--- src/design/srsc_pkg.sv ---
// Purpose: shared constants and types of the starter run state control
// Assumes: one clock domain, synchronous active-high reset
// Notes:   register offsets are byte addresses on the plain register port
package srsc_pkg;

  // register offsets (byte addresses)
  localparam logic [7:0] ADDR_CTRL   = 8'h00;  // control source, profile, frame size
  localparam logic [7:0] ADDR_CMD    = 8'h04;  // cyclic output byte from the network
  localparam logic [7:0] ADDR_STATE  = 8'h08;  // cyclic input byte: state report
  localparam logic [7:0] ADDR_IRQ_ST = 8'h0C;  // sticky event status, write one to clear
  localparam logic [7:0] ADDR_IRQ_MK = 8'h10;  // interrupt mask

  // control register fields
  localparam int CTRL_SRC_BIT  = 0;   // control_source_select
  localparam int CTRL_PROF_LSB = 4;   // profile number, 4 bits
  localparam int CTRL_SIZE_LSB = 8;   // frame size, 3 bits (1..4)
  localparam int CTRL_ORF_BIT  = 12;  // overload relay function allowed

  // cyclic output byte fields
  localparam int CMD_RUN_BIT  = 0;    // run request / start-stop bit
  localparam int CMD_OPEN_BIT = 1;    // operation enable bit from the host
  localparam int CMD_HOST_BIT = 2;    // host control bit (long profiles)

  // reset values
  localparam logic        SRC_RST  = 1'h0;   // local terminals after reset
  localparam logic [3:0]  PROF_RST = 4'hB;   // long profile by default
  localparam logic [2:0]  SIZE_RST = 3'h1;   // smallest frame size
  localparam logic        ORF_RST  = 1'h1;   // overload function allowed
  localparam logic [7:0]  CMD_RST  = 8'h00;  // no request from the network

  // selector positions on the three-position switch
  localparam logic [1:0] SEL_AUTO = 2'h1;
  localparam logic [1:0] SEL_OFF  = 2'h2;
  localparam logic [1:0] SEL_ON   = 2'h3;

  // profile groups
  typedef enum logic [1:0] {
    SRSC_GRP_CONTACTOR = 2'h0,
    SRSC_GRP_SHORT     = 2'h1,
    SRSC_GRP_LONG      = 2'h2,
    SRSC_GRP_NONE      = 2'h3
  } srsc_grp_type;

  // state machine, one-hot
  typedef enum logic [3:0] {
    SRSC_ST_INHIBIT = 4'h1,  // switching on inhibited
    SRSC_ST_READY   = 4'h2,  // ready_state
    SRSC_ST_OPSTOP  = 4'h4,  // operation_state, motor stopped
    SRSC_ST_OPRUN   = 4'h8   // operation_state, motor running
  } srsc_state_type;

  // interrupt event bits
  localparam int EV_ENTER_OP = 0;
  localparam int EV_RUN      = 1;
  localparam int EV_STOP     = 2;
  localparam int EV_OVERLOAD = 3;
  localparam int EV_W        = 4;

endpackage

--- src/design/srsc_cmd_if.sv ---
// Purpose: condensed command levels passed from the source selector to the state machine
// Assumes: single clock domain
// Notes:   all members are levels from flip-flops or logic of the same clock
`timescale 1ns/1ps
interface srsc_cmd_if;
  logic run_req;     // run request bit as seen by the state machine
  logic op_enable;   // operation enable bit after overload forcing
  logic auto_enter;  // ready to operation passes without an enable
  logic allowed;     // host control condition met (long profiles)

  modport src (output run_req, output op_enable, output auto_enter, output allowed);
  modport fsm (input run_req, input op_enable, input auto_enter, input allowed);
endinterface

--- src/design/srsc_src_sel.sv ---
// Purpose: chooses local terminals or network byte as command source
// Assumes: terminal inputs already synchronised
// Notes:   overload forcing of the enable applies to every profile
`timescale 1ns/1ps
module srsc_src_sel (
  // configuration
  input  wire logic       net_sel_i,
  input  wire logic [3:0] profile_i,
  input  wire logic [2:0] frame_size_i,
  // local terminals
  input  wire logic       start_term_i,
  input  wire logic       enable_term_i,
  // network byte and protection
  input  wire logic [7:0] cmd_byte_i,
  input  wire logic       overload_force_i,
  // condensed command
  srsc_cmd_if.src         cmd
);

  srsc_pkg::srsc_grp_type grp;  // profile group
  logic                   small_frame;  // frames without enable terminal

  // map profile number to group
  always_comb begin
    unique case (profile_i)
      4'h1, 4'h2, 4'h3:        grp = srsc_pkg::SRSC_GRP_CONTACTOR;
      4'h4, 4'h5, 4'h6, 4'hA:  grp = srsc_pkg::SRSC_GRP_SHORT;
      4'h7, 4'h8, 4'h9, 4'hB:  grp = srsc_pkg::SRSC_GRP_LONG;
      default:                 grp = srsc_pkg::SRSC_GRP_NONE;
    endcase
  end

  assign small_frame = (frame_size_i <= 3'h2);

  // source selection
  always_comb begin
    cmd.allowed = 1'b1;
    if (!net_sel_i) begin
      cmd.run_req    = start_term_i;
      cmd.auto_enter = small_frame;
      cmd.op_enable  = small_frame ? 1'b1 : enable_term_i;
    end else begin
      cmd.run_req = cmd_byte_i[srsc_pkg::CMD_RUN_BIT];
      unique case (grp)
        srsc_pkg::SRSC_GRP_CONTACTOR: begin
          cmd.auto_enter = 1'b1;
          cmd.op_enable  = 1'b1;
        end
        srsc_pkg::SRSC_GRP_LONG: begin
          cmd.auto_enter = 1'b0;
          cmd.op_enable  = cmd_byte_i[srsc_pkg::CMD_OPEN_BIT];
          cmd.allowed    = cmd_byte_i[srsc_pkg::CMD_HOST_BIT];
        end
        srsc_pkg::SRSC_GRP_SHORT: begin
          cmd.auto_enter = 1'b0;
          cmd.op_enable  = cmd_byte_i[srsc_pkg::CMD_OPEN_BIT];
        end
        default: begin
          // unknown profile: hold the unit out of operation
          cmd.auto_enter = 1'b0;
          cmd.op_enable  = 1'b0;
          cmd.allowed    = 1'b0;
        end
      endcase
    end
    if (overload_force_i) begin
      cmd.op_enable  = 1'b0;
      cmd.auto_enter = 1'b0;
    end
  end

endmodule

--- src/design/srsc_fsm.sv ---
// Purpose: start-up and run state machine of the starter
// Assumes: condensed command arrives as levels on srsc_cmd_if
// Notes:   transitions are checked in priority order, highest first
`timescale 1ns/1ps
module srsc_fsm (
  // clock and reset
  input  wire logic clk_sys_i,
  input  wire logic srst_i,
  // command
  srsc_cmd_if.fsm   cmd,
  // state
  output srsc_pkg::srsc_state_type state_o,
  output logic      run_edge_o,
  output logic      stop_edge_o,
  output logic      enter_op_o
);

  srsc_pkg::srsc_state_type state_q, state_d;
  logic run_prev_q;  // last run request, to see level changes

  always_ff @(posedge clk_sys_i) begin
    if (srst_i) run_prev_q <= 1'b0;
    else        run_prev_q <= cmd.run_req;
  end

  // priority: leaving operation > entering operation > run change
  always_comb begin
    state_d = state_q;
    unique case (state_q)
      srsc_pkg::SRSC_ST_INHIBIT: begin
        // a stale run request must drop before the unit readies
        if (cmd.allowed && !cmd.run_req) state_d = srsc_pkg::SRSC_ST_READY;
      end
      srsc_pkg::SRSC_ST_READY: begin
        if (!cmd.allowed) state_d = srsc_pkg::SRSC_ST_INHIBIT;
        else if (cmd.auto_enter || cmd.op_enable) state_d = srsc_pkg::SRSC_ST_OPSTOP;
      end
      srsc_pkg::SRSC_ST_OPSTOP: begin
        if (!cmd.allowed) state_d = srsc_pkg::SRSC_ST_INHIBIT;
        else if (!cmd.op_enable && !cmd.auto_enter) state_d = srsc_pkg::SRSC_ST_READY;
        else if (cmd.run_req && !run_prev_q) state_d = srsc_pkg::SRSC_ST_OPRUN;
      end
      srsc_pkg::SRSC_ST_OPRUN: begin
        if (!cmd.allowed) state_d = srsc_pkg::SRSC_ST_INHIBIT;
        else if (!cmd.op_enable && !cmd.auto_enter) state_d = srsc_pkg::SRSC_ST_READY;
        else if (!cmd.run_req && run_prev_q) state_d = srsc_pkg::SRSC_ST_OPSTOP;
      end
      default: state_d = srsc_pkg::SRSC_ST_INHIBIT;
    endcase
  end

  always_ff @(posedge clk_sys_i) begin
    if (srst_i) state_q <= srsc_pkg::SRSC_ST_INHIBIT;
    else        state_q <= state_d;
  end

  assign state_o     = state_q;
  assign run_edge_o  = (state_d == srsc_pkg::SRSC_ST_OPRUN) && (state_q != srsc_pkg::SRSC_ST_OPRUN);
  assign stop_edge_o = (state_q == srsc_pkg::SRSC_ST_OPRUN) && (state_d != srsc_pkg::SRSC_ST_OPRUN);
  assign enter_op_o  = (state_q == srsc_pkg::SRSC_ST_READY) && (state_d == srsc_pkg::SRSC_ST_OPSTOP);

endmodule

--- src/design/srsc_top.sv ---
// Purpose: starter run state control, register port and protection
// Assumes: 125 MHz clk_sys_i, pins synchronised here
// Notes:   pins pass a two-flop synchroniser before any logic reads them
// Function
// - source select 0 uses local terminals
// - source select 1 uses network profile
// - start terminal level is run request
// - small frames enter operation automatically
// - large frames: enable terminal is enable
// - large frames enter operation on enable
// - overload forces operation enable low
// - local run changes follow start terminal
// - contactor profiles auto enter, start/stop bit
// - short profiles follow run request changes
// - long profiles follow control word bits
// - highest priority transition wins
// - state reported, conditions from output byte
// - overload function only in automatic position
`timescale 1ns/1ps
module srsc_top (
  // clock and reset
  input  wire logic        clk_sys_i,
  input  wire logic        srst_i,
  // register port
  input  wire logic [7:0]  reg_addr_i,
  input  wire logic [31:0] reg_wdata_i,
  input  wire logic        reg_wr_i,
  input  wire logic        reg_rd_i,
  output logic      [31:0] reg_rdata_o,
  // pins
  input  wire logic        start_term_i,
  input  wire logic        enable_term_i,
  input  wire logic [1:0]  selector_pos_i,
  input  wire logic        overload_i,
  // outputs
  output logic             motor_run_o,
  output logic             irq_o
);

  ////////////////////////////////////////////////////////////////////////////
  // pin synchronisers: first stage read only by the second
  logic [4:0] sync1_q, sync2_q;
  always_ff @(posedge clk_sys_i) begin
    if (srst_i) begin
      sync1_q <= 5'h00;
      sync2_q <= 5'h00;
    end else begin
      sync1_q <= {overload_i, selector_pos_i, enable_term_i, start_term_i};
      sync2_q <= sync1_q;
    end
  end

  ////////////////////////////////////////////////////////////////////////////
  // registers
  logic        src_q;       // control_source_select
  logic [3:0]  prof_q;
  logic [2:0]  size_q;
  logic        orf_en_q;    // overload relay function allowed by software
  logic [7:0]  cmd_q;       // cyclic output byte
  logic [srsc_pkg::EV_W-1:0] ist_q, imk_q, ev;

  always_ff @(posedge clk_sys_i) begin
    if (srst_i) begin
      src_q    <= srsc_pkg::SRC_RST;
      prof_q   <= srsc_pkg::PROF_RST;
      size_q   <= srsc_pkg::SIZE_RST;
      orf_en_q <= srsc_pkg::ORF_RST;
      cmd_q    <= srsc_pkg::CMD_RST;
      imk_q    <= '0;
    end else if (reg_wr_i) begin
      if (reg_addr_i == srsc_pkg::ADDR_CTRL) begin
        src_q    <= reg_wdata_i[srsc_pkg::CTRL_SRC_BIT];
        prof_q   <= reg_wdata_i[srsc_pkg::CTRL_PROF_LSB +: 4];
        size_q   <= reg_wdata_i[srsc_pkg::CTRL_SIZE_LSB +: 3];
        orf_en_q <= reg_wdata_i[srsc_pkg::CTRL_ORF_BIT];
      end
      if (reg_addr_i == srsc_pkg::ADDR_CMD)    cmd_q <= reg_wdata_i[7:0];
      if (reg_addr_i == srsc_pkg::ADDR_IRQ_MK) imk_q <= reg_wdata_i[srsc_pkg::EV_W-1:0];
    end
  end

  ////////////////////////////////////////////////////////////////////////////
  // overload relay function: active only in automatic position
  logic orf_active, ovl_force, ovl_prev_q;
  assign orf_active = orf_en_q && (sync2_q[3:2] == srsc_pkg::SEL_AUTO);
  assign ovl_force  = orf_active && sync2_q[4];
  always_ff @(posedge clk_sys_i) begin
    if (srst_i) ovl_prev_q <= 1'b0;
    else        ovl_prev_q <= ovl_force;
  end

  ////////////////////////////////////////////////////////////////////////////
  // command source and state machine
  srsc_cmd_if cmd_bus ();
  srsc_pkg::srsc_state_type st;
  logic run_e, stop_e, enter_e;

  srsc_src_sel srsc_src_sel_i (
    .net_sel_i        (src_q),
    .profile_i        (prof_q),
    .frame_size_i     (size_q),
    .start_term_i     (sync2_q[0]),
    .enable_term_i    (sync2_q[1]),
    .cmd_byte_i       (cmd_q),
    .overload_force_i (ovl_force),
    .cmd              (cmd_bus.src)
  );

  srsc_fsm srsc_fsm_i (
    .clk_sys_i   (clk_sys_i),
    .srst_i      (srst_i),
    .cmd         (cmd_bus.fsm),
    .state_o     (st),
    .run_edge_o  (run_e),
    .stop_edge_o (stop_e),
    .enter_op_o  (enter_e)
  );

  ////////////////////////////////////////////////////////////////////////////
  // selector positions on and off override the state machine output
  always_ff @(posedge clk_sys_i) begin
    if (srst_i) motor_run_o <= 1'b0;
    else if (sync2_q[3:2] == srsc_pkg::SEL_ON)  motor_run_o <= 1'b1;
    else if (sync2_q[3:2] == srsc_pkg::SEL_OFF) motor_run_o <= 1'b0;
    else motor_run_o <= (st == srsc_pkg::SRSC_ST_OPRUN);
  end

  ////////////////////////////////////////////////////////////////////////////
  // sticky events: set wins over a write-one clear
  assign ev = {ovl_force && !ovl_prev_q, stop_e, run_e, enter_e};
  always_ff @(posedge clk_sys_i) begin
    if (srst_i) ist_q <= '0;
    else if (reg_wr_i && reg_addr_i == srsc_pkg::ADDR_IRQ_ST)
      ist_q <= (ist_q & ~reg_wdata_i[srsc_pkg::EV_W-1:0]) | ev;
    else ist_q <= ist_q | ev;
  end
  assign irq_o = |(ist_q & imk_q);

  ////////////////////////////////////////////////////////////////////////////
  // read data, one cycle after the strobe; state byte reported to the host
  always_ff @(posedge clk_sys_i) begin
    if (srst_i) reg_rdata_o <= 32'h0000_0000;
    else if (reg_rd_i) begin
      unique case (reg_addr_i)
        srsc_pkg::ADDR_CTRL:   reg_rdata_o <= {19'h0, orf_en_q, 1'b0, size_q, prof_q,
                                               3'h0, src_q};
        srsc_pkg::ADDR_CMD:    reg_rdata_o <= {24'h0, cmd_q};
        srsc_pkg::ADDR_STATE:  reg_rdata_o <= {20'h0, 3'h0, orf_active, 2'h0,
                                               sync2_q[3:2], st};
        srsc_pkg::ADDR_IRQ_ST: reg_rdata_o <= {28'h0, ist_q};
        srsc_pkg::ADDR_IRQ_MK: reg_rdata_o <= {28'h0, imk_q};
        default:               reg_rdata_o <= 32'h0000_0000;
      endcase
    end else reg_rdata_o <= 32'h0000_0000;
  end

endmodule

--- config.mk ---
export PLATFORM = sky130hd
export DESIGN_NAME = srsc_top
export DESIGN_NICKNAME = d
export VERILOG_FILES = /design/src/design/srsc_pkg.sv /design/src/design/srsc_cmd_if.sv /design/src/design/srsc_src_sel.sv /design/src/design/srsc_fsm.sv /design/src/design/srsc_top.sv
export SDC_FILE = /design/constraint.sdc
export NUM_CORES = 1
export LEC_CHECK = 0
export BUFFER_PORTS_ARGS = -buffer_cell sky130_fd_sc_hd__buf_2
export CAP_MARGIN = 20
export CORE_MARGIN = 10
export CORE_UTILIZATION = 46
export CTS_CLUSTER_SIZE = 12
export DETAILED_ROUTE_END_ITERATION = 12
export MAX_ROUTING_LAYER = met4
export PLACE_DENSITY = 0.87
export RECOVER_POWER = 100
export SYNTH_ARGS = -nofsm -noshare
export SYNTH_HDL_FRONTEND = slang
export SYNTH_SLANG_ARGS = --single-unit
--- constraint.sdc ---
create_clock -name clk_sys_i -period 1.7 [get_ports clk_sys_i]
set_input_delay 0.51 -clock clk_sys_i [delete_from_list [all_inputs] [get_ports clk_sys_i]]
set_output_delay 0.51 -clock clk_sys_i [all_outputs]
set_load 0.02 [all_outputs]
==> results of run 1 <==
area by class of cell:
class | instances | area (µm²) | share of cell area [%]
clock inverter | 3 | 25.0 | 0.774
tap | 72 | 90.1 | 2.79
multi-input combinational | 220 | 1490 | 46.1
sequential | 56 | 1120 | 34.8
clock buffer | 5 | 68.8 | 2.13
inverter | 7 | 26.3 | 0.812
timing repair buffer | 74 | 409 | 12.6
layer usage:
layer / share of wire, % / track usage, %
met1: 44 / 15.7
met2: 50 / 23.9
met3: 4.7 / 3.76
met4: 1.3 / 4.28
met5: 0 / -
power groups by stage:
stage | Clock [mW] | Combinational, mW | Sequential (mW)
6_report | 0.767 | 0.282 | 1.36
5_1_grt | 0.825 | 0.310 | 1.36
4_1_cts | 0.778 | 0.274 | 1.36
3_5_place_dp | 0 | 0.273 | 1.39
3_3_place_gp | 0 | 0.265 | 1.39
2_1_floorplan | 0 | 0.200 | 1.38
cell usage after synthesis (all sizes together), types with 3 or more instances:
master   n
xnor2    3
nand3    3
nand4    4
nand2b   6
clkbuf   4
o21ai    5
a211oi   5
nor3     7
a211o    3
ha       4
nand2   22
nor2    28
and2     8
buf     27
a21oi   14
dfxtp   56
nor2b   15
mux2i   23
o22ai    4
inv      7
a22oi    5
nand3b   8
final timing paths:
kind,endpoint,slack (ps),depth (start not counted)
setup / recovery,ist_q[1],70,6
hold / removal,sync1_q[2],390,2
setup reg to reg,ist_q[1],70,6
hold reg to reg,sync2_q[2],450,1
kinds of logic (layout without fill, tap and decap cells):
| kind of cell | count (synthesis) | count (layout) | synth area share [%] |
|---|---|---|---|
| buffers and inverters | 38 | 89 | 8.32 |
| other | 1 | 20 | 0.138 |
| muxes | 23 | 23 | 8.59 |
| xor gates and xnor gates | 3 | 3 | 0.965 |
| DFF | 56 | 56 | 41.2 |
| adders and majority gates | 4 | 4 | 1.84 |
| and+or+nand+nor | 118 | 118 | 25.4 |
| AOI/OAI and AO/OA | 52 | 52 | 13.6 |
state kept, by name, summed over array words and instances, names as in the netlist:
register / cells
srsc_src_sel_i.grp: 2
imk_q: 4
cmd_q: 8
ovl_prev_q: 1
reg_rdata_o: 12
sync2_q: 5
prof_q: 4
orf_en_q: 1
srsc_fsm_i.state_o: 4
motor_run_o: 1
ist_q: 4
sync1_q: 5
src_q: 1
size_q: 3
srsc_fsm_i.run_prev_q: 1
stage by stage:
step	hold WS (ps)	cells	setup TNS (ps)
global route	393	437	-40.8
finish	391	437	0
CTS	386	437	0
detailed placement	422	429	-3600
floorplan	414	314	-69.1
global placement	421	429	-2860
==> qor.csv, run 1 <==
metric,value,unit
worst hold-check path type,primary input to flip-flop,
pin count of the biggest net entering global routing,21,
die extent in x,96.9,µm
number of inserted filler cells in the final layout,524,
run status,finished clean,
Final Max Tran Viols,0,
Global Route Usage Sum,14.1,%
first-pass GRT wire length,11.0,mm
average footprint of a synthesized cell,9.23,µm²
final period demand of the worst path,1630,ps
vias per cell,5.19,
number of buffers inserted for hold repair after clock tree synthesis,0,
Max Buffers Root-to-Sink,2,
total number of vias,2268,
final global-route overflow total,0,
Cell Pwr Density,745,nW/µm²
cell area after placement,3130,µm²
worst clock skew,2.99,ps
effective utilization at floorplan,48.5,%
DRT iter0 DRCs,133,
power share of the clock group,31.8,%
Resize count post-CTS,0,
post-route ant nets,0,
number of global-route vias before repair,2384,
pre-CTS WS,-247,ps
library cell occupying the most area in the post-synthesis netlist,sky130_fd_sc_hd__dfxtp_1,
most used flip-flop cell after synthesis,sky130_fd_sc_hd__dfxtp_1,
f_max,615,MHz
count of input and output buffers,42,
CTS sink cnt,56,
synthesis-to-layout area growth,18.8,%
summed instance area of the synthesized netlist,2720,µm²
proportion of power drawn by combinational gates,11.7,%
Tot Pwr,2.41,mW
WL/cell,15.2,µm
share of cells above drive strength 1,23.3,%
synthesized flop and latch total,56,
"IR drop worst, VDD",0.549,mV
top area cells in the synthesized netlist,"sky130_fd_sc_hd__dfxtp_1 41%, sky130_fd_sc_hd__mux2i_1 8.1%, sky130_fd_sc_hd__buf_4 5.8%",
number of antenna violations at the first check in global routing,0,
count of distinct cell types in the synthesized netlist,54,
most frequent cells in the layout,"53 x sky130_fd_sc_hd__dfxtp_1, 28 x sky130_fd_sc_hd__nor2_1, 26 x sky130_fd_sc_hd__buf_2",
total clock buffers created by CTS,5,
height of the die,96.9,µm
final clock period utilization by the worst path,95.6,%
drt drc,0,
type of origin of the critical path,flip-flop,
critical register-to-register path startpoint,srsc_src_sel_i.grp[0],
"Data arrival, critical path",1870,ps
endpoint type of the worst setup path,flip-flop,
ordered list of cells on the worst path,"inv_1, ha_1, and3b_1, o221ai_2, or3b_4, o31ai_2",
class of the most critical setup path,flip-flop to flip-flop,
Bufs and invs on worst path,1,
"Async S/R FF share, synth",0,%
worst setup path start,srsc_src_sel_i.grp[0],
maximum fanout encountered on the critical timing path,3,
Routed WL,6.66,mm
clock edge transition at the registers on the reported setup and hold paths,100,ps
hpwl dp,5.15,mm
kind of cell adding the most delay to the critical path,simple AND/OR/NAND/NOR gates,
required time at the endpoint of the critical path,1940,ps
Net Sw Frac,27.3,%
Synthesis Warnings,0,
clock latency at the later pin of the worst-skew pair,320,ps
fraction of the yosys area taken by sequential cells,41.2,%
final setup fails,0,
standard-cell rows,27,
fraction of power consumed by sequential logic,56.5,%
slack of the critical path,74.4,ps
peak per-stage delay on the critical path,420,ps
CTS H-tree lvls,2,
Post-Layout Inst Area,3230,µm²
origin of the worst min-delay path,selector_pos_i[0],
static leakage,1.35,nW
total setup buffers inserted after CTS,0,
post-synthesis instance total,295,
clock tree from TritonCTS,yes,
slowest library cell on the worst path,sky130_fd_sc_hd__or3b_4,
reported max-cap violation count,0,
number of synthesized flops with an enable pin,0,
Final Util,57.7,%
io pins,83,
Int Pwr,1.75,mW
Synth top area share,41.2,%
final hold violations,0,
switching power,657,µW
die area,9400,µm²
"most common cell after layout, fill and taps aside",sky130_fd_sc_hd__dfxtp_1,
core footprint,5610,µm²
cell at the root of the clock tree,sky130_fd_sc_hd__clkbuf_8,
routability-driven placement congestion ratio,0.889,
number of detailed-routing iterations run before antenna repair,4,
number of nets in the layout,417,
number of antenna diodes,0,
(Power assumes the default switching activity.)
==> run 2, diff against run 1 <==
--- a/config.mk
+++ b/config.mk
@@ -8,12 +8,13 @@
 export BUFFER_PORTS_ARGS = -buffer_cell sky130_fd_sc_hd__buf_2
 export CAP_MARGIN = 20
 export CORE_MARGIN = 10
-export CORE_UTILIZATION = 46
+export CORE_UTILIZATION = 28
 export CTS_CLUSTER_SIZE = 12
 export DETAILED_ROUTE_END_ITERATION = 12
 export MAX_ROUTING_LAYER = met4
-export PLACE_DENSITY = 0.87
+export PLACE_DENSITY = 0.62
 export RECOVER_POWER = 100
 export SYNTH_ARGS = -nofsm -noshare
 export SYNTH_HDL_FRONTEND = slang
+export SYNTH_HIERARCHICAL = 1
 export SYNTH_SLANG_ARGS = --single-unit
==> run 2 against run 1 <==
  * The flow now finishes with violations (setup timing)
  * Power decreased by 5.4%
  * Sequential cell count decreased by 2
  * Design area down 2.5%
  * Fmax shrank 7.7%
  * Cell count rose by 2.5%
  * Hold slack better by 18 ps
  * Combinational power down 17%
  * Sequential power fell by 3%
  * Critical endpoint is now srsc_fsm_i/state_o[2]
  * Largest cell class unchanged
==> qor.csv, run 2 <==
metric,value,unit,change
number of synthesized flops with an enable pin,0,,unchanged
Final Max Tran Viols,0,,unchanged
Routed WL,6.58,mm,-1.1%
Net Sw Frac,25.0,%,-2.2 points
most frequent cell after synthesis,sky130_fd_sc_hd__dfxtp_1,,
reported max-cap violation count,0,,unchanged
post-route ant nets,0,,unchanged
number of antenna violations at the first check in global routing,0,,unchanged
post-synthesis instance total,258,,-13%
number of antenna diodes,0,,unchanged
cell at the root of the clock tree,sky130_fd_sc_hd__clkbuf_8,,
largest reg by FF count,reg_rdata_o,,
CTS H-tree lvls,2,,unchanged
final setup fails,1,,+1
synthesis-to-layout area growth,26.1,%,
multiplexer fraction of the synthesized cell area,11.1,%,+2.5 points
Synthesis Warnings,6,,+6
clock tree from TritonCTS,yes,,
pin count of the biggest net entering global routing,19,,-9.5%
Placed Cells incl. Taps,435,,+1.4%
final period demand of the worst path,1760,ps,+135 ps
static leakage,1.22,nW,-9.1%
summed instance area of the synthesized netlist,2500,µm²,-8.1%
power share of the clock group,32.0,%,+0.2 points
Max Buffers Root-to-Sink,2,,unchanged
"IR drop worst, VDD",0.335,mV,-39%
io pins,83,,unchanged
number of nets in the layout,388,,-7.0%
count of non-filler cells in the finished layout,448,,+2.5%
worst hold-check path type,primary input to flip-flop,,
number of global-route vias before repair,2146,,-10%
count of input and output buffers,42,,unchanged
first-pass GRT wire length,10.6,mm,-4.1%
"post-synthesis share of cell area spent on full adders, half adders and majority gates",0,%,-1.8 points
share of the synthesized area in compound gates (AO/OA/AOI/OAI),14.0,%,+0.45 points
"top cells by count, synth","54 x sky130_fd_sc_hd__dfxtp_1, 28 x sky130_fd_sc_hd__nor2_1, 21 x sky130_fd_sc_hd__buf_4, 21 x sky130_fd_sc_hd__mux2i_1, 15 x sky130_fd_sc_hd__nor2b_1",,
number of buffers inserted for hold repair after clock tree synthesis,0,,unchanged
run status,"finished, violations left",,
clock latency at the later pin of the worst-skew pair,310,ps,about the same
height of the die,115,µm,+18%
maximum fanout encountered on the critical timing path,4,,+1
hpwl dp,5.01,mm,-2.7%
largest registers in the final layout,"reg_rdata_o x12, cmd_q x8",,
slack of the critical path,-60.9,ps,-135 ps
average footprint of a synthesized cell,9.69,µm²,+5.0%
core footprint,8720,µm²,+56%
count of distinct cell types in the synthesized netlist,54,,unchanged
Synth top area share,43.2,%,+2.0 points
max reg flops,12,,unchanged
"post-synthesis share of cell area spent on and, or, nand and nor gates",22.6,%,-2.9 points
"Data arrival, critical path",1970,ps,+100 ps
standard-cell rows,34,,+26%
clock edge transition at the registers on the reported setup and hold paths,90,ps,about the same
DRT iter0 DRCs,119,,-11%
Cell Pwr Density,723,nW/µm²,-2.9%
routability-driven placement congestion ratio,0.827,,-7.0%
CTS sink cnt,54,,-3.6%
proportion of power drawn by combinational gates,10.3,%,-1.4 points
total number of vias,2080,,-8.3%
final clock period utilization by the worst path,104,%,+8.0 points
drt drc,0,,unchanged
final global-route overflow total,0,,unchanged
worst clock skew,7.57,ps,+4.58 ps
pre-CTS WS,-127,ps,+120 ps
main combinational cell family by area after synthesis,simple AND/OR/NAND/NOR gates,,
synthesized flop and latch total,54,,-3.6%
f_max,568,MHz,-7.7%
type of origin of the critical path,flip-flop,,
class of the most critical setup path,flip-flop to flip-flop,,
"Async S/R FF share, synth",0,%,unchanged
share of cells above drive strength 1,31.2,%,+7.9 points
WL/cell,14.7,µm,-3.5%
vias per cell,4.64,,-11%
Int Pwr,1.71,mW,-2.4%
most used flip-flop cell after synthesis,sky130_fd_sc_hd__dfxtp_1,,
effective utilization at floorplan,28.7,%,-20 points
setup repair after global routing missed its margin,true,,
fraction of the yosys area taken by sequential cells,43.2,%,+2.0 points
"most common cell after layout, fill and taps aside",sky130_fd_sc_hd__dfxtp_1,,
required time at the endpoint of the critical path,1910,ps,-30 ps
Post-Layout Inst Area,3150,µm²,-2.5%
fraction of power consumed by sequential logic,57.7,%,+1.2 points
top area cells in the synthesized netlist,"sky130_fd_sc_hd__dfxtp_1 43%, sky130_fd_sc_hd__mux2i_1 8.4%, sky130_fd_sc_hd__buf_4 6.3%",,
die extent in x,115,µm,+18%
library cell occupying the most area in the post-synthesis netlist,sky130_fd_sc_hd__dfxtp_1,,
Global Route Usage Sum,10.1,%,-4.0 points
die area,13100,µm²,+40%
final hold violations,0,,unchanged
post-synthesis share of cell area spent on xor and xnor gates,0.350,%,-0.61 points
endpoint type of the worst setup path,flip-flop,,
most frequent cells in the layout,"48 x sky130_fd_sc_hd__dfxtp_1, 33 x sky130_fd_sc_hd__buf_4, 27 x sky130_fd_sc_hd__nor2_1, 27 x sky130_fd_sc_hd__buf_2, 21 x sky130_fd_sc_hd__mux2i_1",,
switching power,571,µW,-13%
cell area after placement,3000,µm²,-4.3%
number of detailed-routing iterations run before antenna repair,6,,+2
total clock buffers created by CTS,5,,unchanged
failing checks,setup timing,,
[run 2: cell count changes in the layout (fill, tap and decap cells not counted), sizes merged, moves of 4 or more]
cell    change
a21oi       -5
ha          -4
mux2        +6
o21a        +4
and2        -4
nand3b      -8
a32oi       +5
nand2       -8
o22ai       -4
buf        +10
[run 2: worst max-delay path: stages, from the launching register on]
cell and delay [ps]:
sky130_fd_sc_hd__dfxtp_2 350, sky130_fd_sc_hd__and3b_1 190, sky130_fd_sc_hd__o21a_1 190, sky130_fd_sc_hd__o31ai_4 280, sky130_fd_sc_hd__o21ai_2 140, sky130_fd_sc_hd__or2_4 270, sky130_fd_sc_hd__a2111oi_4 250
[run 2: layout make-up]
class	count	area (µm²)
sequential	54	1090
fill	879	5570
clock buffer	7	86.3
timing repair buffer	81	474
clock inverter	1	5.00
inverter	8	30.0
tap	108	135
multi-input combinational	189	1330
[run 2: logic make-up (layout without fill, tap and decap cells)]
family / Yosys count / in the layout
and+or+nand+nor: 95 / 95
xor gates and xnor gates: 1 / 1
other: 1 / 20
muxes: 27 / 27
buffers and inverters: 34 / 97
DFF: 54 / 54
AOI/OAI and AO/OA: 46 / 46
[run 2: per-stage QoR]
stage	power, mW	TNS [ps]	utilization [%]	hold WS (ps)
floorplan	1.50	0	-	396
global placement	1.57	-2430	34.4	398
detailed placement	1.57	-2730	34.4	404
CTS	2.30	-25.0	35.9	403
global route	2.38	-298	36.2	408
finish	2.28	-60.9	36.2	409
[run 2: per-layer routing]
metal	global-route usage, %	vias up	wire length (µm)
li1	-	1034	-
met1	12.4	960	3000
met2	16.0	78	3130
met3	2.62	8	402
met4	2.42	0	51
met5	-	-	0
[run 2: timing repair]
item,in CTS,in global routing
gates cloned,0,0
setup buffers,3,2
setup endpoints to repair,4,7
resized for setup,7,15
pin swaps,7,6
[run 2: power by group through the flow]
stage	Clock, mW	Combinational [mW]	Sequential [mW]
after CTS	0.754	0.229	1.31
after floorplan	0	0.166	1.33
final	0.731	0.235	1.32
after global placement	0	0.225	1.34
after detailed placement	0	0.228	1.34
after global routing	0.806	0.259	1.32
[run 2: worst paths after layout]
| kind | startpoint | end | slack (ps) | depth (start not counted) |
|---|---|---|---|---|
| max | cmd_q[2] | srsc_fsm_i/state_o[2] | -60 | 6 |
| min | enable_term_i | sync1_q[1] | 410 | 2 |
| max reg2reg | cmd_q[2] | srsc_fsm_i/state_o[2] | -60 | 6 |
| min reg2reg | ovl_prev_q | ist_q[3] | 420 | 1 |
==> run 3, diff against run 2 <==
--- a/config.mk
+++ b/config.mk
@@ -5,15 +5,18 @@
 export SDC_FILE = /design/constraint.sdc
 export NUM_CORES = 1
 export LEC_CHECK = 0
+export ABC_AREA = 1
 export BUFFER_PORTS_ARGS = -buffer_cell sky130_fd_sc_hd__buf_2
 export CAP_MARGIN = 20
 export CORE_MARGIN = 10
 export CORE_UTILIZATION = 28
 export CTS_CLUSTER_SIZE = 12
 export DETAILED_ROUTE_END_ITERATION = 12
+export HOLD_SLACK_MARGIN = 0.06
 export MAX_ROUTING_LAYER = met4
 export PLACE_DENSITY = 0.62
 export RECOVER_POWER = 100
+export SKIP_CTS_REPAIR_TIMING = 1
 export SYNTH_ARGS = -nofsm -noshare
 export SYNTH_HDL_FRONTEND = slang
 export SYNTH_HIERARCHICAL = 1
==> run 3 against run 2 <==
  * The run now ends clean
  * Fmax is 6.2% higher
  * Worst setup slack better by 100 ps
  * Sequential cell count stayed put
  * Sequential power hardly changed
  * Clock skew is 2.1 ps lower
  * Critical path depth is 9 higher
  * Register-to-register slack better by 100 ps
  * Critical path type unchanged
  * Largest cell class unchanged
  * Largest power group unchanged
==> qor.csv, run 3 <==
metric,value,unit,change
run status,finished clean,,
fraction of the yosys area taken by sequential cells,40.3,%,-2.9 points
count of distinct cell types in the synthesized netlist,30,,-44%
number of nets in the layout,499,,+29%
average footprint of a synthesized cell,6.78,µm²,-30%
slack of the critical path,41.5,ps,+102 ps
setup repair after global routing missed its margin,true,,
"top cells by count, synth","87 x sky130_fd_sc_hd__nand2_1, 68 x sky130_fd_sc_hd__nor2_1, 54 x sky130_fd_sc_hd__dfxtp_1",,
endpoint type of the worst setup path,flip-flop,,
library cell occupying the most area in the post-synthesis netlist,sky130_fd_sc_hd__dfxtp_1,,
static leakage,1.50,nW,+22%
largest reg by FF count,reg_rdata_o,,
io pins,83,,unchanged
"Data arrival, critical path",1920,ps,-50 ps
total number of vias,2547,,+22%
synthesis-to-layout area growth,18.1,%,
post-synthesis instance total,396,,+53%
largest registers in the final layout,"reg_rdata_o x12, cmd_q x8",,
pre-CTS WS,-20.7,ps,+106 ps
share of cells above drive strength 1,21.6,%,-9.6 points
most used flip-flop cell after synthesis,sky130_fd_sc_hd__dfxtp_1,,
clock tree from TritonCTS,yes,,
cell at the root of the clock tree,sky130_fd_sc_hd__clkbuf_8,,
Synth top area share,40.3,%,-2.9 points
reported max-cap violation count,0,,unchanged
kind of cell adding the most delay to the critical path,simple AND/OR/NAND/NOR gates,,
most frequent cell after synthesis,sky130_fd_sc_hd__nand2_1,,
required time at the endpoint of the critical path,1970,ps,+60 ps
setup TNS after final layout,0,ps,+60.9 ps
clock edge transition at the registers on the reported setup and hold paths,90,ps,about the same
Max Buffers Root-to-Sink,2,,unchanged
Bufs and invs on worst path,6,,+6
final period demand of the worst path,1660,ps,-102 ps
type of origin of the critical path,flip-flop,,
vias per cell,4.40,,-5.3%
class of the most critical setup path,flip-flop to flip-flop,,
DRT iter0 DRCs,160,,+34%
most frequent cells in the layout,"85 x sky130_fd_sc_hd__nand2_1, 71 x sky130_fd_sc_hd__nor2_1, 47 x sky130_fd_sc_hd__dfxtp_1",,
Cell Pwr Density,771,nW/µm²,+6.5%
maximum fanout encountered on the critical timing path,4,,unchanged
count of input and output buffers,42,,unchanged
first-pass GRT wire length,11.4,mm,+7.4%
summed instance area of the synthesized netlist,2680,µm²,+7.3%
slowest library cell on the worst path,sky130_fd_sc_hd__dfxtp_2,,
height of the die,118,µm,+3.0%
"Async S/R FF share, synth",0,%,unchanged
Final Max Tran Viols,0,,unchanged
final hold violations,0,,unchanged
Final Util,34.1,%,-2.0 points
core footprint,9280,µm²,+6.5%
drt drc,0,,unchanged
most frequent cell on the critical path,sky130_fd_sc_hd__inv_2,,
worst clock skew,5.44,ps,-2.13 ps
clock latency at the later pin of the worst-skew pair,310,ps,about the same
f_max,603,MHz,+6.2%
final global-route overflow total,0,,unchanged
cell area after placement,3010,µm²,+0.38%
effective utilization at floorplan,28.9,%,+0.23 points
top area cells in the synthesized netlist,"sky130_fd_sc_hd__dfxtp_1 40%, sky130_fd_sc_hd__nand2_1 12%, sky130_fd_sc_hd__nor2_1 9.5%",,
Synthesis Warnings,6,,unchanged
CTS H-tree lvls,2,,unchanged
synthesized flop and latch total,54,,unchanged
worst hold-check path type,primary input to flip-flop,,
routability-driven placement congestion ratio,0.860,,+4.0%
standard-cell rows,35,,+2.9%
"IR drop worst, VDD",0.343,mV,+2.1%
number of global-route vias before repair,2449,,+14%
die area,13900,µm²,+6.0%
hpwl dp,5.38,mm,+7.3%
post-route ant nets,0,,unchanged
final setup fails,0,,-1
number of synthesized flops with an enable pin,0,,unchanged
number of detailed-routing iterations run before antenna repair,6,,unchanged
peak per-stage delay on the critical path,370,ps,+20 ps
pin count of the biggest net entering global routing,24,,+5
total clock buffers created by CTS,5,,unchanged
CTS sink cnt,54,,unchanged
final clock period utilization by the worst path,97.6,%,-6.0 points
die extent in x,118,µm,+3.0%
number of antenna diodes,0,,unchanged
WL/cell,12.3,µm,-17%
ordered list of cells on the worst path,"nand3_2, inv_2, nand2_2, inv_2, inv_2, nand3_1, inv_1, nor2_2, buf_4, nand2_1, nor2_1, nor2_1, nand3_1, nand2_1, inv_1",,
number of antenna violations at the first check in global routing,0,,unchanged
Routed WL,7.10,mm,+7.8%
"most common cell after layout, fill and taps aside",sky130_fd_sc_hd__nand2_1,,
Global Route Usage Sum,9.93,%,-0.13 points
Post-Layout Inst Area,3170,µm²,+0.52%
max reg flops,12,,unchanged
[run 3: layout make-up]
cell class	instances	area [µm²]
fill	1050	6110
timing repair buffer	54	278
clock buffer	6	82.6
multi-input combinational	278	1300
clock inverter	1	30.0
sequential	54	1100
tap	129	161
inverter	57	220
[run 3: worst paths after layout]
| path | start | to | slack, ps | cells past startpoint |
|---|---|---|---|---|
| worst max-delay path | orf_en_q | srsc_fsm_i/state_o[1] | 40 | 15 |
| worst min-delay path | selector_pos_i[0] | sync1_q[2] | 390 | 3 |
| worst max register to register | orf_en_q | srsc_fsm_i/state_o[1] | 40 | 15 |
| worst min register to register | sync1_q[4] | sync2_q[4] | 410 | 2 |
[run 3: metal layers]
| metal | GRT usage (%) | vias up | wire (µm) |
|---|---|---|---|
| met5 | - | - | 0 |
| li1 | - | 1292 | - |
| met2 | 15.7 | 103 | 3220 |
| met1 | 12.3 | 1134 | 3300 |
| met3 | 2.88 | 18 | 482 |
| met4 | 2.16 | 0 | 95 |
[run 3: cells by family after synthesis]
| family | count (synthesis) | synth area share, % |
|---|---|---|
| DFF | 54 | 40.3 |
| and+or+nand+nor | 220 | 37.0 |
| AOI/OAI and AO/OA | 38 | 7.60 |
| other | 1 | 0.140 |
| buffers and inverters | 83 | 15.0 |
[run 3: worst reg2reg max path, delay by kind of cell (launching register included)]
| family | cells | cell delay (ps) |
|---|---|---|
| simple gates | 9 | 790 |
| buf+inv | 6 | 450 |
| flops | 1 | 370 |
[run 3: power breakdown]
part	total [mW]	switching [mW]	internal, mW
Sequential	1.31	0.0252	1.28
Combinational	0.251	0.171	0.0797
Clock	0.884	0.412	0.472
[run 3: per-stage QoR]
step	hold slack [ps]	cells	total power [mW]
floorplan	388	415	1.53
global placement	391	569	1.58
detailed placement	397	569	1.59
CTS	393	576	2.46
global route	392	579	2.55
finish	393	579	2.44
